File: config.mk
export PLATFORM = sky130hd
export DESIGN_NAME = casb_exec
export DESIGN_NICKNAME = d
export VERILOG_FILES = /design/src/rtl/casb_pkg.sv /design/src/rtl/casb_alu.sv /design/src/rtl/casb_exec.sv
export SDC_FILE = /design/constraint.sdc
export NUM_CORES = 1
export LEC_CHECK = 0
export ABC_AREA = 1
export BUFFER_PORTS_ARGS = -buffer_cell sky130_fd_sc_hd__buf_2
export CAP_MARGIN = 30
export CORE_AREA = 2 2 94 96
export CTS_CLUSTER_DIAMETER = 120
export DETAILED_ROUTE_END_ITERATION = 12
export DIE_AREA = 0 0 96 98
export PLACE_DENSITY = 0.76
export SETUP_SLACK_MARGIN = 0.02
export SLEW_MARGIN = 5
export SYNTH_ARGS = -nofsm -noshare
export SYNTH_HDL_FRONTEND = slang
export SYNTH_SLANG_ARGS = --single-unit
export TNS_END_PERCENT = 20
File: constraint.sdc
create_clock -name ref_clk_i -period 5.25 [get_ports ref_clk_i]
set_input_delay 0.2625 -clock ref_clk_i [delete_from_list [all_inputs] [get_ports ref_clk_i]]
set_output_delay 0.2625 -clock ref_clk_i [all_outputs]
set_load 0.05 [all_outputs]
File: src/rtl/casb_pkg.sv
// shared opcodes, condition codes, flag positions and timing counts for the exec subset
package casb_pkg;
    localparam int DATA_W = 16;
    localparam int TEN_BIT_IMMEDIATE_W = 10;
    localparam int FIVE_BIT_IMMEDIATE_W = 5;
    localparam int BIT_W = 4;
    localparam int REG_CNT_W = 4;
    localparam int SKIP_EXTRA_ONE_WORD = 1;
    localparam int SKIP_EXTRA_TWO_WORD = 2;
    localparam int BRANCH_EXTRA = 1;
    localparam int STALL_W = 2;

    // status flag positions inside the flag vector
    localparam int FLG_C = 0;
    localparam int FLG_Z = 1;
    localparam int FLG_OV = 2;
    localparam int FLG_N = 3;
    localparam int FLG_DC = 4;
    localparam int FLG_W = 5;
    localparam logic [FLG_W-1:0] FLAGS_RESET = 5'h00;
    localparam logic [FLG_W-1:0] MASK_ALL = 5'h1F;
    localparam logic [FLG_W-1:0] MASK_CNOVZ = 5'h0F;
    localparam logic [FLG_W-1:0] MASK_NZ = 5'h0A;
    localparam logic [FLG_W-1:0] MASK_NONE = 5'h00;
    localparam int DC_BIT = 3;

    typedef enum logic [3:0] {
        OP_ADD_WITH_CARRY_OP_FILE = 4'h0,
        OP_ADD_WITH_CARRY_OP_TEN_BIT_IMMEDIATE = 4'h1,
        OP_ASR_ONE = 4'h2,
        OP_ASR_BY_REG = 4'h3,
        OP_ASR_BY_FIVE_BIT_IMMEDIATE = 4'h4,
        OP_BRANCH = 4'h5,
        OP_BIT_TEST_SKIP_CLEAR_OP = 4'h6,
        OP_BIT_SET_OP = 4'h7,
        OP_BIT_CLEAR_OP = 4'h8,
        OP_BTG = 4'h9
    } casb_op_type;

    typedef enum logic [3:0] {
        CC_GE = 4'h0,
        CC_GT = 4'h1,
        CC_LE = 4'h2,
        CC_LT = 4'h3,
        CC_GEU = 4'h4,
        CC_GTU = 4'h5,
        CC_LEU = 4'h6,
        CC_LTU = 4'h7,
        CC_OV = 4'h8,
        CC_NOV = 4'h9,
        CC_ALWAYS = 4'hA
    } casb_cond_type;
endpackage

File: src/rtl/casb_alu.sv
// combinational adder, arithmetic shifter and single-bit unit
`timescale 1ns/1ns
module casb_alu #(
    parameter int DATA_W = casb_pkg::DATA_W
) (
    // operation and operands
    input wire casb_pkg::casb_op_type op_i,
    input wire logic [DATA_W-1:0] opnd_a_i,
    input wire logic [DATA_W-1:0] opnd_b_i,
    input wire logic [casb_pkg::TEN_BIT_IMMEDIATE_W-1:0] lit_i,
    input wire logic [casb_pkg::BIT_W-1:0] bit_pos_i,
    input wire logic carry_i,
    // result and new flag values
    output logic [DATA_W-1:0] result_o,
    output logic [casb_pkg::FLG_W-1:0] flags_o
);
    logic [DATA_W:0] sum;
    logic [DATA_W-1:0] addend;
    logic [casb_pkg::DC_BIT+1:0] dc_sum;
    logic [DATA_W-1:0] bit_mask;
    logic [casb_pkg::FIVE_BIT_IMMEDIATE_W-1:0] amount;

    // shift by up to 31; counts at or past the width leave only sign copies
    function automatic logic [DATA_W-1:0] arith_right_shift_op(input logic [DATA_W-1:0] v,
                                             input logic [casb_pkg::FIVE_BIT_IMMEDIATE_W-1:0] n);
        arith_right_shift_op = DATA_W'($signed(v) >>> n);
    endfunction

    always_comb
    begin
        addend = (op_i == casb_pkg::OP_ADD_WITH_CARRY_OP_TEN_BIT_IMMEDIATE) ? DATA_W'(lit_i) : opnd_b_i;
        sum = {1'b0, opnd_a_i} + {1'b0, addend} + {{DATA_W{1'b0}}, carry_i};
        dc_sum = {1'b0, opnd_a_i[casb_pkg::DC_BIT:0]} + {1'b0, addend[casb_pkg::DC_BIT:0]}
                 + {{(casb_pkg::DC_BIT+1){1'b0}}, carry_i};
        bit_mask = DATA_W'(1) << bit_pos_i;
        amount = (op_i == casb_pkg::OP_ASR_BY_REG) ?
                 casb_pkg::FIVE_BIT_IMMEDIATE_W'(opnd_b_i[casb_pkg::REG_CNT_W-1:0]) :
                 lit_i[casb_pkg::FIVE_BIT_IMMEDIATE_W-1:0];
        result_o = opnd_a_i;
        flags_o = '0;
        case (op_i)
            casb_pkg::OP_ADD_WITH_CARRY_OP_FILE, casb_pkg::OP_ADD_WITH_CARRY_OP_TEN_BIT_IMMEDIATE:
            begin
                result_o = sum[DATA_W-1:0];
                flags_o[casb_pkg::FLG_C] = sum[DATA_W];
                flags_o[casb_pkg::FLG_DC] = dc_sum[casb_pkg::DC_BIT+1];
                flags_o[casb_pkg::FLG_OV] = (opnd_a_i[DATA_W-1] == addend[DATA_W-1]) &&
                                            (sum[DATA_W-1] != opnd_a_i[DATA_W-1]);
            end
            casb_pkg::OP_ASR_ONE:
            begin
                result_o = arith_right_shift_op(opnd_a_i, casb_pkg::FIVE_BIT_IMMEDIATE_W'(1));
                flags_o[casb_pkg::FLG_C] = opnd_a_i[0];
            end
            casb_pkg::OP_ASR_BY_REG, casb_pkg::OP_ASR_BY_FIVE_BIT_IMMEDIATE:
                result_o = arith_right_shift_op(opnd_a_i, amount);
            casb_pkg::OP_BIT_SET_OP: result_o = opnd_a_i | bit_mask;
            casb_pkg::OP_BIT_CLEAR_OP: result_o = opnd_a_i & ~bit_mask;
            casb_pkg::OP_BTG: result_o = opnd_a_i ^ bit_mask;
            default: result_o = opnd_a_i;
        endcase
        flags_o[casb_pkg::FLG_N] = result_o[DATA_W-1];
        flags_o[casb_pkg::FLG_Z] = (result_o == '0);
    end
endmodule // casb_alu

File: src/rtl/casb_exec.sv
// execution unit for add-with-carry, arithmetic shifts, branches and bit ops
// Operation
// - file add-with-carry writes working register, one cycle
// - immediate add-with-carry adds ten-bit literal plus carry
// - single shift keeps sign, sets C N OV Z
// - register-count shift updates only N and Z
// - five-bit immediate shift, N Z only, one cycle
// - signed branches one cycle, two taken, flags kept
// - unsigned branches same timing, flags unchanged
// - overflow set/clear branches, same timing, flags kept
// - test bit, skip if clear, one cycle, two or three when skipping
`timescale 1ns/1ns
module casb_exec #(
    parameter int DATA_W = casb_pkg::DATA_W
) (
    // clock and reset
    input wire logic ref_clk_i,
    input wire logic resetn_i,
    // decoded instruction issue
    input wire logic issue_valid_i,
    output logic issue_ready_o,
    input wire casb_pkg::casb_op_type op_i,
    input wire casb_pkg::casb_cond_type cond_i,
    input wire logic [DATA_W-1:0] opnd_a_i,
    input wire logic [DATA_W-1:0] opnd_b_i,
    input wire logic [casb_pkg::TEN_BIT_IMMEDIATE_W-1:0] lit_i,
    input wire logic [casb_pkg::BIT_W-1:0] bit_pos_i,
    input wire logic next_two_word_i,
    // result write-back
    output logic done_o,
    output logic result_we_o,
    output logic [DATA_W-1:0] result_o,
    // program flow
    output logic redirect_o,
    output logic skip_o,
    // status flags
    output logic [casb_pkg::FLG_W-1:0] flags_o
);
    typedef enum logic [2:0] {
        ST_RUN = 3'h1,
        ST_STALL = 3'h2,
        ST_LAST = 3'h4
    } casb_state_type;

    casb_state_type state_q;
    casb_state_type state_d;
    logic [casb_pkg::FLG_W-1:0] flags_q;
    logic [DATA_W-1:0] result_q;
    logic done_q;
    logic we_q;
    logic redirect_q;
    logic skip_q;
    logic [DATA_W-1:0] alu_result;
    logic [casb_pkg::FLG_W-1:0] alu_flags;
    logic [casb_pkg::FLG_W-1:0] upd_mask;
    logic accept;
    logic taken;
    logic skipping;
    logic [casb_pkg::STALL_W-1:0] extra;

    // refused at elaboration: the shifter and bit decoder assume these widths
    if (DATA_W <= casb_pkg::REG_CNT_W || DATA_W > 32)
    begin : g_bad_data_w
        $error("casb_exec: DATA_W out of range");
    end
    if (DATA_W < (1 << casb_pkg::BIT_W))
    begin : g_narrow_data_w
        $error("casb_exec: DATA_W too narrow for bit position field");
    end

    // condition evaluation from the held flags
    function automatic logic cond_true(input casb_pkg::casb_cond_type cc,
                                       input logic [casb_pkg::FLG_W-1:0] f);
        logic c;
        logic z;
        logic n;
        logic v;
        c = f[casb_pkg::FLG_C];
        z = f[casb_pkg::FLG_Z];
        n = f[casb_pkg::FLG_N];
        v = f[casb_pkg::FLG_OV];
        case (cc)
            casb_pkg::CC_GE: cond_true = (n == v);
            casb_pkg::CC_GT: cond_true = !z && (n == v);
            casb_pkg::CC_LE: cond_true = z || (n != v);
            casb_pkg::CC_LT: cond_true = (n != v);
            casb_pkg::CC_GEU: cond_true = c;
            casb_pkg::CC_GTU: cond_true = c && !z;
            casb_pkg::CC_LEU: cond_true = !c || z;
            casb_pkg::CC_LTU: cond_true = !c;
            casb_pkg::CC_OV: cond_true = v;
            casb_pkg::CC_NOV: cond_true = !v;
            casb_pkg::CC_ALWAYS: cond_true = 1'b1;
            default: cond_true = 1'b0;
        endcase
    endfunction

    casb_alu #(
        .DATA_W(DATA_W)
    ) u_alu (
        .op_i(op_i),
        .opnd_a_i(opnd_a_i),
        .opnd_b_i(opnd_b_i),
        .lit_i(lit_i),
        .bit_pos_i(bit_pos_i),
        .carry_i(flags_q[casb_pkg::FLG_C]),
        .result_o(alu_result),
        .flags_o(alu_flags)
    );

    // new instructions are held off only while a flush is in progress
    assign issue_ready_o = (state_q == ST_RUN);
    assign accept = issue_valid_i && issue_ready_o;

    always_comb
    begin
        taken = 1'b0;
        skipping = 1'b0;
        upd_mask = casb_pkg::MASK_NONE;
        case (op_i)
            casb_pkg::OP_ADD_WITH_CARRY_OP_FILE, casb_pkg::OP_ADD_WITH_CARRY_OP_TEN_BIT_IMMEDIATE:
                upd_mask = casb_pkg::MASK_ALL;
            casb_pkg::OP_ASR_ONE:
                upd_mask = casb_pkg::MASK_CNOVZ;
            casb_pkg::OP_ASR_BY_REG, casb_pkg::OP_ASR_BY_FIVE_BIT_IMMEDIATE:
                upd_mask = casb_pkg::MASK_NZ;
            casb_pkg::OP_BRANCH:
                taken = cond_true(cond_i, flags_q);
            casb_pkg::OP_BIT_TEST_SKIP_CLEAR_OP:
                skipping = !opnd_a_i[bit_pos_i];
            default:
                upd_mask = casb_pkg::MASK_NONE;
        endcase
        // a skipped two-word instruction has both its words flushed
        if (skipping)
            extra = next_two_word_i ? casb_pkg::STALL_W'(casb_pkg::SKIP_EXTRA_TWO_WORD) :
                    casb_pkg::STALL_W'(casb_pkg::SKIP_EXTRA_ONE_WORD);
        else if (taken)
            extra = casb_pkg::STALL_W'(casb_pkg::BRANCH_EXTRA);
        else
            extra = '0;
    end

    always_comb
    begin
        state_d = state_q;
        case (state_q)
            ST_RUN:
                if (accept && extra == casb_pkg::STALL_W'(casb_pkg::SKIP_EXTRA_TWO_WORD))
                    state_d = ST_STALL;
                else if (accept && extra != '0)
                    state_d = ST_LAST;
            ST_STALL: state_d = ST_LAST;
            ST_LAST: state_d = ST_RUN;
            default: state_d = ST_RUN;
        endcase
    end

    always_ff @(posedge ref_clk_i or negedge resetn_i)
    begin
        if (!resetn_i)
            state_q <= ST_RUN;
        else
            state_q <= state_d;
    end

    // branches, skips and bit ops leave the flags untouched through the mask
    always_ff @(posedge ref_clk_i or negedge resetn_i)
    begin
        if (!resetn_i)
            flags_q <= casb_pkg::FLAGS_RESET;
        else if (accept)
            flags_q <= (flags_q & ~upd_mask) | (alu_flags & upd_mask);
    end

    always_ff @(posedge ref_clk_i or negedge resetn_i)
    begin
        if (!resetn_i)
        begin
            result_q <= '0;
            we_q <= 1'b0;
            done_q <= 1'b0;
        end
        else
        begin
            done_q <= accept;
            we_q <= accept && op_i != casb_pkg::OP_BRANCH && op_i != casb_pkg::OP_BIT_TEST_SKIP_CLEAR_OP;
            if (accept)
                result_q <= alu_result;
        end
    end

    always_ff @(posedge ref_clk_i or negedge resetn_i)
    begin
        if (!resetn_i)
        begin
            redirect_q <= 1'b0;
            skip_q <= 1'b0;
        end
        else
        begin
            redirect_q <= accept && taken;
            skip_q <= accept && skipping;
        end
    end

    assign done_o = done_q;
    assign result_we_o = we_q;
    assign result_o = result_q;
    assign redirect_o = redirect_q;
    assign skip_o = skip_q;
    assign flags_o = flags_q;
endmodule // casb_exec

==> impl_metrics.py <==
metrics = {
    "outcome": {
        "status": "complete, but fails checks",
        "violations": "negative hold slack",
    },
    "drt": {
        "drtIter0Drc": 578,
        "vias_per_cell": 5.89,
        "ant_nets": 0,
        "wl_per_cell_um": 16.6,
        "drt_pre_antenna_iters": 6,
        "drc": 0,
        "vias": 5592,
        "wl_um": 15800,
    },
    "clocking": {
        "cts_resized": 0,
        "clockBufferDepth": 2,
        "holdBufCountCts": 0,
        "insertion_delay_ns": 0.27,
        "postCtsSetupBuffers": 0,
        "cts_tree": "built",
        "numCtsBuffers": 3,
        "cts.clk_slew.worst_paths_ns": 0.09,
        "clkSinkCount": 28,
        "root_buffer": "clkbuf_8",
        "h-tree-depth": 1,
    },
    "final_layout": {
        "fillers": 878,
        "syn_to_final_growth_pct": 10.3,
        "nets": 950,
        "antenna_cells": 0,
        "final_layout_size_suffix_gt1_share_pct": 13.8,
    },
    "critical_path": {
        "cpMostUsedCell": "nand2_1",
        "critPathArrivalTime_ns": 3.61,
        "worstPathRequired_ns": 5.46,
        "cp_slowest_cell": "fa_1",
        "critical_path_peak_fanout": 20,
        "cp-startpoint": "op_i[3]",
        "rr_worst_depth": 17,
        "ff2ff_setup_slack_ns": 2.39,
        "crit_path_end_kind": "flop",
        "critPathMaxStageDelay_ns": 0.40,
        "startpoint_type": "primary input",
        "cp_cell_sequence": "buf_2 -> nor2_4 -> nand2_1 -> buf_4 -> nor2_1 -> buf_4 -> o21ai_0 -> fa_1 -> inv_1 -> nand3_1 -> nand2_1 -> a21oi_1 -> o21ai_0 -> nand2_1 -> nand2_1 -> nand2_1 -> nand3_1 -> nand2_1 -> a21boi_0 -> nand2_1 -> nor2_1 -> nand2_1 -> o21bai_2",
        "critPathKind": "in -> reg",
    },
    "sta": {
        "post-route-min-period_ns": 3.41,
        "drv_slew": 0,
        "relSlewSlack_pct": 33.6,
        "period_share_pct": 64.9,
        "max_freq_mhz": 294,
        "finalHoldViolations": 27,
        "final-setup-viol-count": 0,
        "tightest_slew_ns": 0.993,
        "tns_ns": 0,
        "whs_ns": -0.0192,
        "rsz0062_at_grt": "no",
        "fin_skew_ns": 0.00352,
    },
    "synthesis": {
        "synth_nets": 886,
        "seq_area_frac_synth_pct": 15.2,
        "synth_seq_cells": 28,
        "syn_inst": 779,
        "synth_area_um2": 4610,
        "ys_warn_count": 0,
        "syn_area_per_cell_um2": 5.92,
        "synth_enable_flop_cells": 0,
        "yosysUniqueCellTypes": 45,
        "ys.flop_type": "dfrtp_1",
        "async_flop_share_pct": 100,
    },
    "placement": {
        "numPortBuffers": 83,
        "dpl.hpwl_um": 12600,
        "gp_congestion": 0.964,
    },
    "power": {
        "peakVddDrop_mv": 0.185,
        "p_leak_nw": 2.81,
        "power_density_nw_per_um2": 286,
    },
    "grt": {
        "grt_pass1_vias": 5343,
        "track_usage_pct": 34.5,
        "grt_pass1_wl_um": 26000,
        "antenna_found_initial": 0,
        "grt-ovfl-total": 0,
        "grt_max_degree": 38,
    },
    "worst_hold_path": {
        "hold_class": "in -> async",
    },
    "die": {
        "die_y_um": 98,
        "rows": 34,
        "start_util_pct": 54.4,
        "ios": 84,
        "dieArea_um2": 9410,
        "core_area_um2": 8470,
        "die_x_um": 96,
    },
    "run": {
        "maxCapViolCount": 0,
    },
}
[per-layer routing]
metal | part of all wire [%] | GRT usage [%] | up-vias
met5 | 0 | 0 | -
met4 | 3.6 | 11.1 | 0
met3 | 7.8 | 3.09 | 44
met2 | 45 | 56.1 | 283
met1 | 44 | 47.6 | 2546
li1 | - | - | 2719
[logic make-up after synthesis]
group / after synthesis / share of synthesized area [%]
AOI/OAI and AO/OA: 126 / 17.4
xor gates and xnor gates: 2 / 0.380
DFF: 28 / 15.2
and+or+nand+nor: 458 / 42.5
buffers and inverters: 116 / 10.9
adders and majority gates: 49 / 13.6
[cells in the final DEF, fill, tap and decap left out, types with 3 or more instances in the layout]
| cell | netlist | final |
|---|---|---|
| nand2_1 | 257 | 257 |
| nand3_1 | 121 | 121 |
| buf_2 | 7 | 83 |
| inv_1 | 81 | 81 |
| o21ai_0 | 52 | 52 |
| nor2_1 | 49 | 49 |
| ha_1 | 47 | 47 |
| dfrtp_1 | 27 | 27 |
| a21oi_1 | 23 | 23 |
| o22ai_1 | 12 | 12 |
| a221oi_1 | 8 | 8 |
| nor3_1 | 8 | 8 |
| nand2_2 | 8 | 8 |
| inv_2 | 6 | 6 |
| nand4_1 | 5 | 5 |
| a2111oi_0 | 4 | 4 |
| o21ai_4 | 4 | 4 |
| a211oi_1 | 3 | 3 |
| clkinv_1 | 3 | 3 |
| o2111ai_1 | 3 | 3 |
| a21o_1 | 3 | 3 |
| clkbuf_8 | 0 | 3 |
[report_power, final]
group,internal (mW),switching [mW]
Sequential,0.303,0.0489
Combinational,0.239,0.698
Clock,0.102,0.0638
Total,0.644,0.811
[critical path: cells and delay by family]
family                     cells  cell delay [ns]
buffers and inverters          4             0.66
AOI/OAI and AO/OA              5             0.99
and+or+nand+nor               13             1.27
adders and majority gates      1             0.40
[synth_stat cells, types with 2 or more instances]
library cell	count	share of area [%]
a2111oi_0	4	0.76
a211oi_1	3	0.49
a21boi_0	2	0.33
a21o_1	3	0.49
a21oi_1	23	2.5
a221oi_1	8	1.5
buf_2	7	0.76
buf_4	3	0.49
buf_6	4	0.98
clkbuf_1	11	0.90
clkinv_1	3	0.24
dfrtp_1	27	15
fa_1	2	0.87
ha_1	47	13
inv_1	81	6.6
inv_2	6	0.49
nand2_1	257	21
nand2_2	8	1.1
nand2_4	2	0.49
nand3_1	121	13
nand4_1	5	0.68
nor2_1	49	4.0
nor3_1	8	0.87
nor4_1	2	0.27
o2111ai_1	3	0.57
o211ai_1	2	0.33
o21a_1	2	0.33
o21ai_0	52	5.6
o21ai_1	2	0.22
o21ai_4	4	1.4
o22ai_1	12	1.6
o32ai_1	2	0.38
or2_2	2	0.27
[stage by stage]
step / setup WS [ns] / total power, mW / area (um^2) / instances / util [%]
3_3_place_gp: 1.68 / 1.26 / 5010 / 946 / 59.2
4_1_cts: 1.89 / 1.45 / 5080 / 950 / 60.0
6_report: 1.84 / 1.45 / 5080 / 950 / 60.0
5_1_grt: 1.47 / 1.57 / 5080 / 950 / 60.0
3_5_place_dp: 1.62 / 1.28 / 5010 / 946 / 59.2
2_1_floorplan: 2.13 / 1.05 / 4610 / 779 / -
[how the worst min path moves through the flow]
stage             start                          to  slack [ns]  depth (start not counted)
3_5_place_dp   resetn_i                  redirect_o        0.29                          1
5_1_grt        resetn_i                 result_o[8]        0.03                          1
4_1_cts        resetn_i                 result_o[1]      0.0004                          1
2_1_floorplan  resetn_i  asynchronous set/reset pin       -0.03                          0
3_3_place_gp   resetn_i                  redirect_o        0.29                          1
6_report       resetn_i  asynchronous set/reset pin       -0.02                          1
[final cells by class]
class                      instances  area, um^2  share of cell area, %
multi-input combinational        635        3410                   67.0
sequential                        28         702                   13.8
timing repair buffer              85         430                   8.47
inverter                          90         338                   6.65
tap                              108         135                   2.66
clock buffer                       3        41.3                  0.812
clock inverter                     1        30.0                  0.591
(Power assumes the default switching activity.)
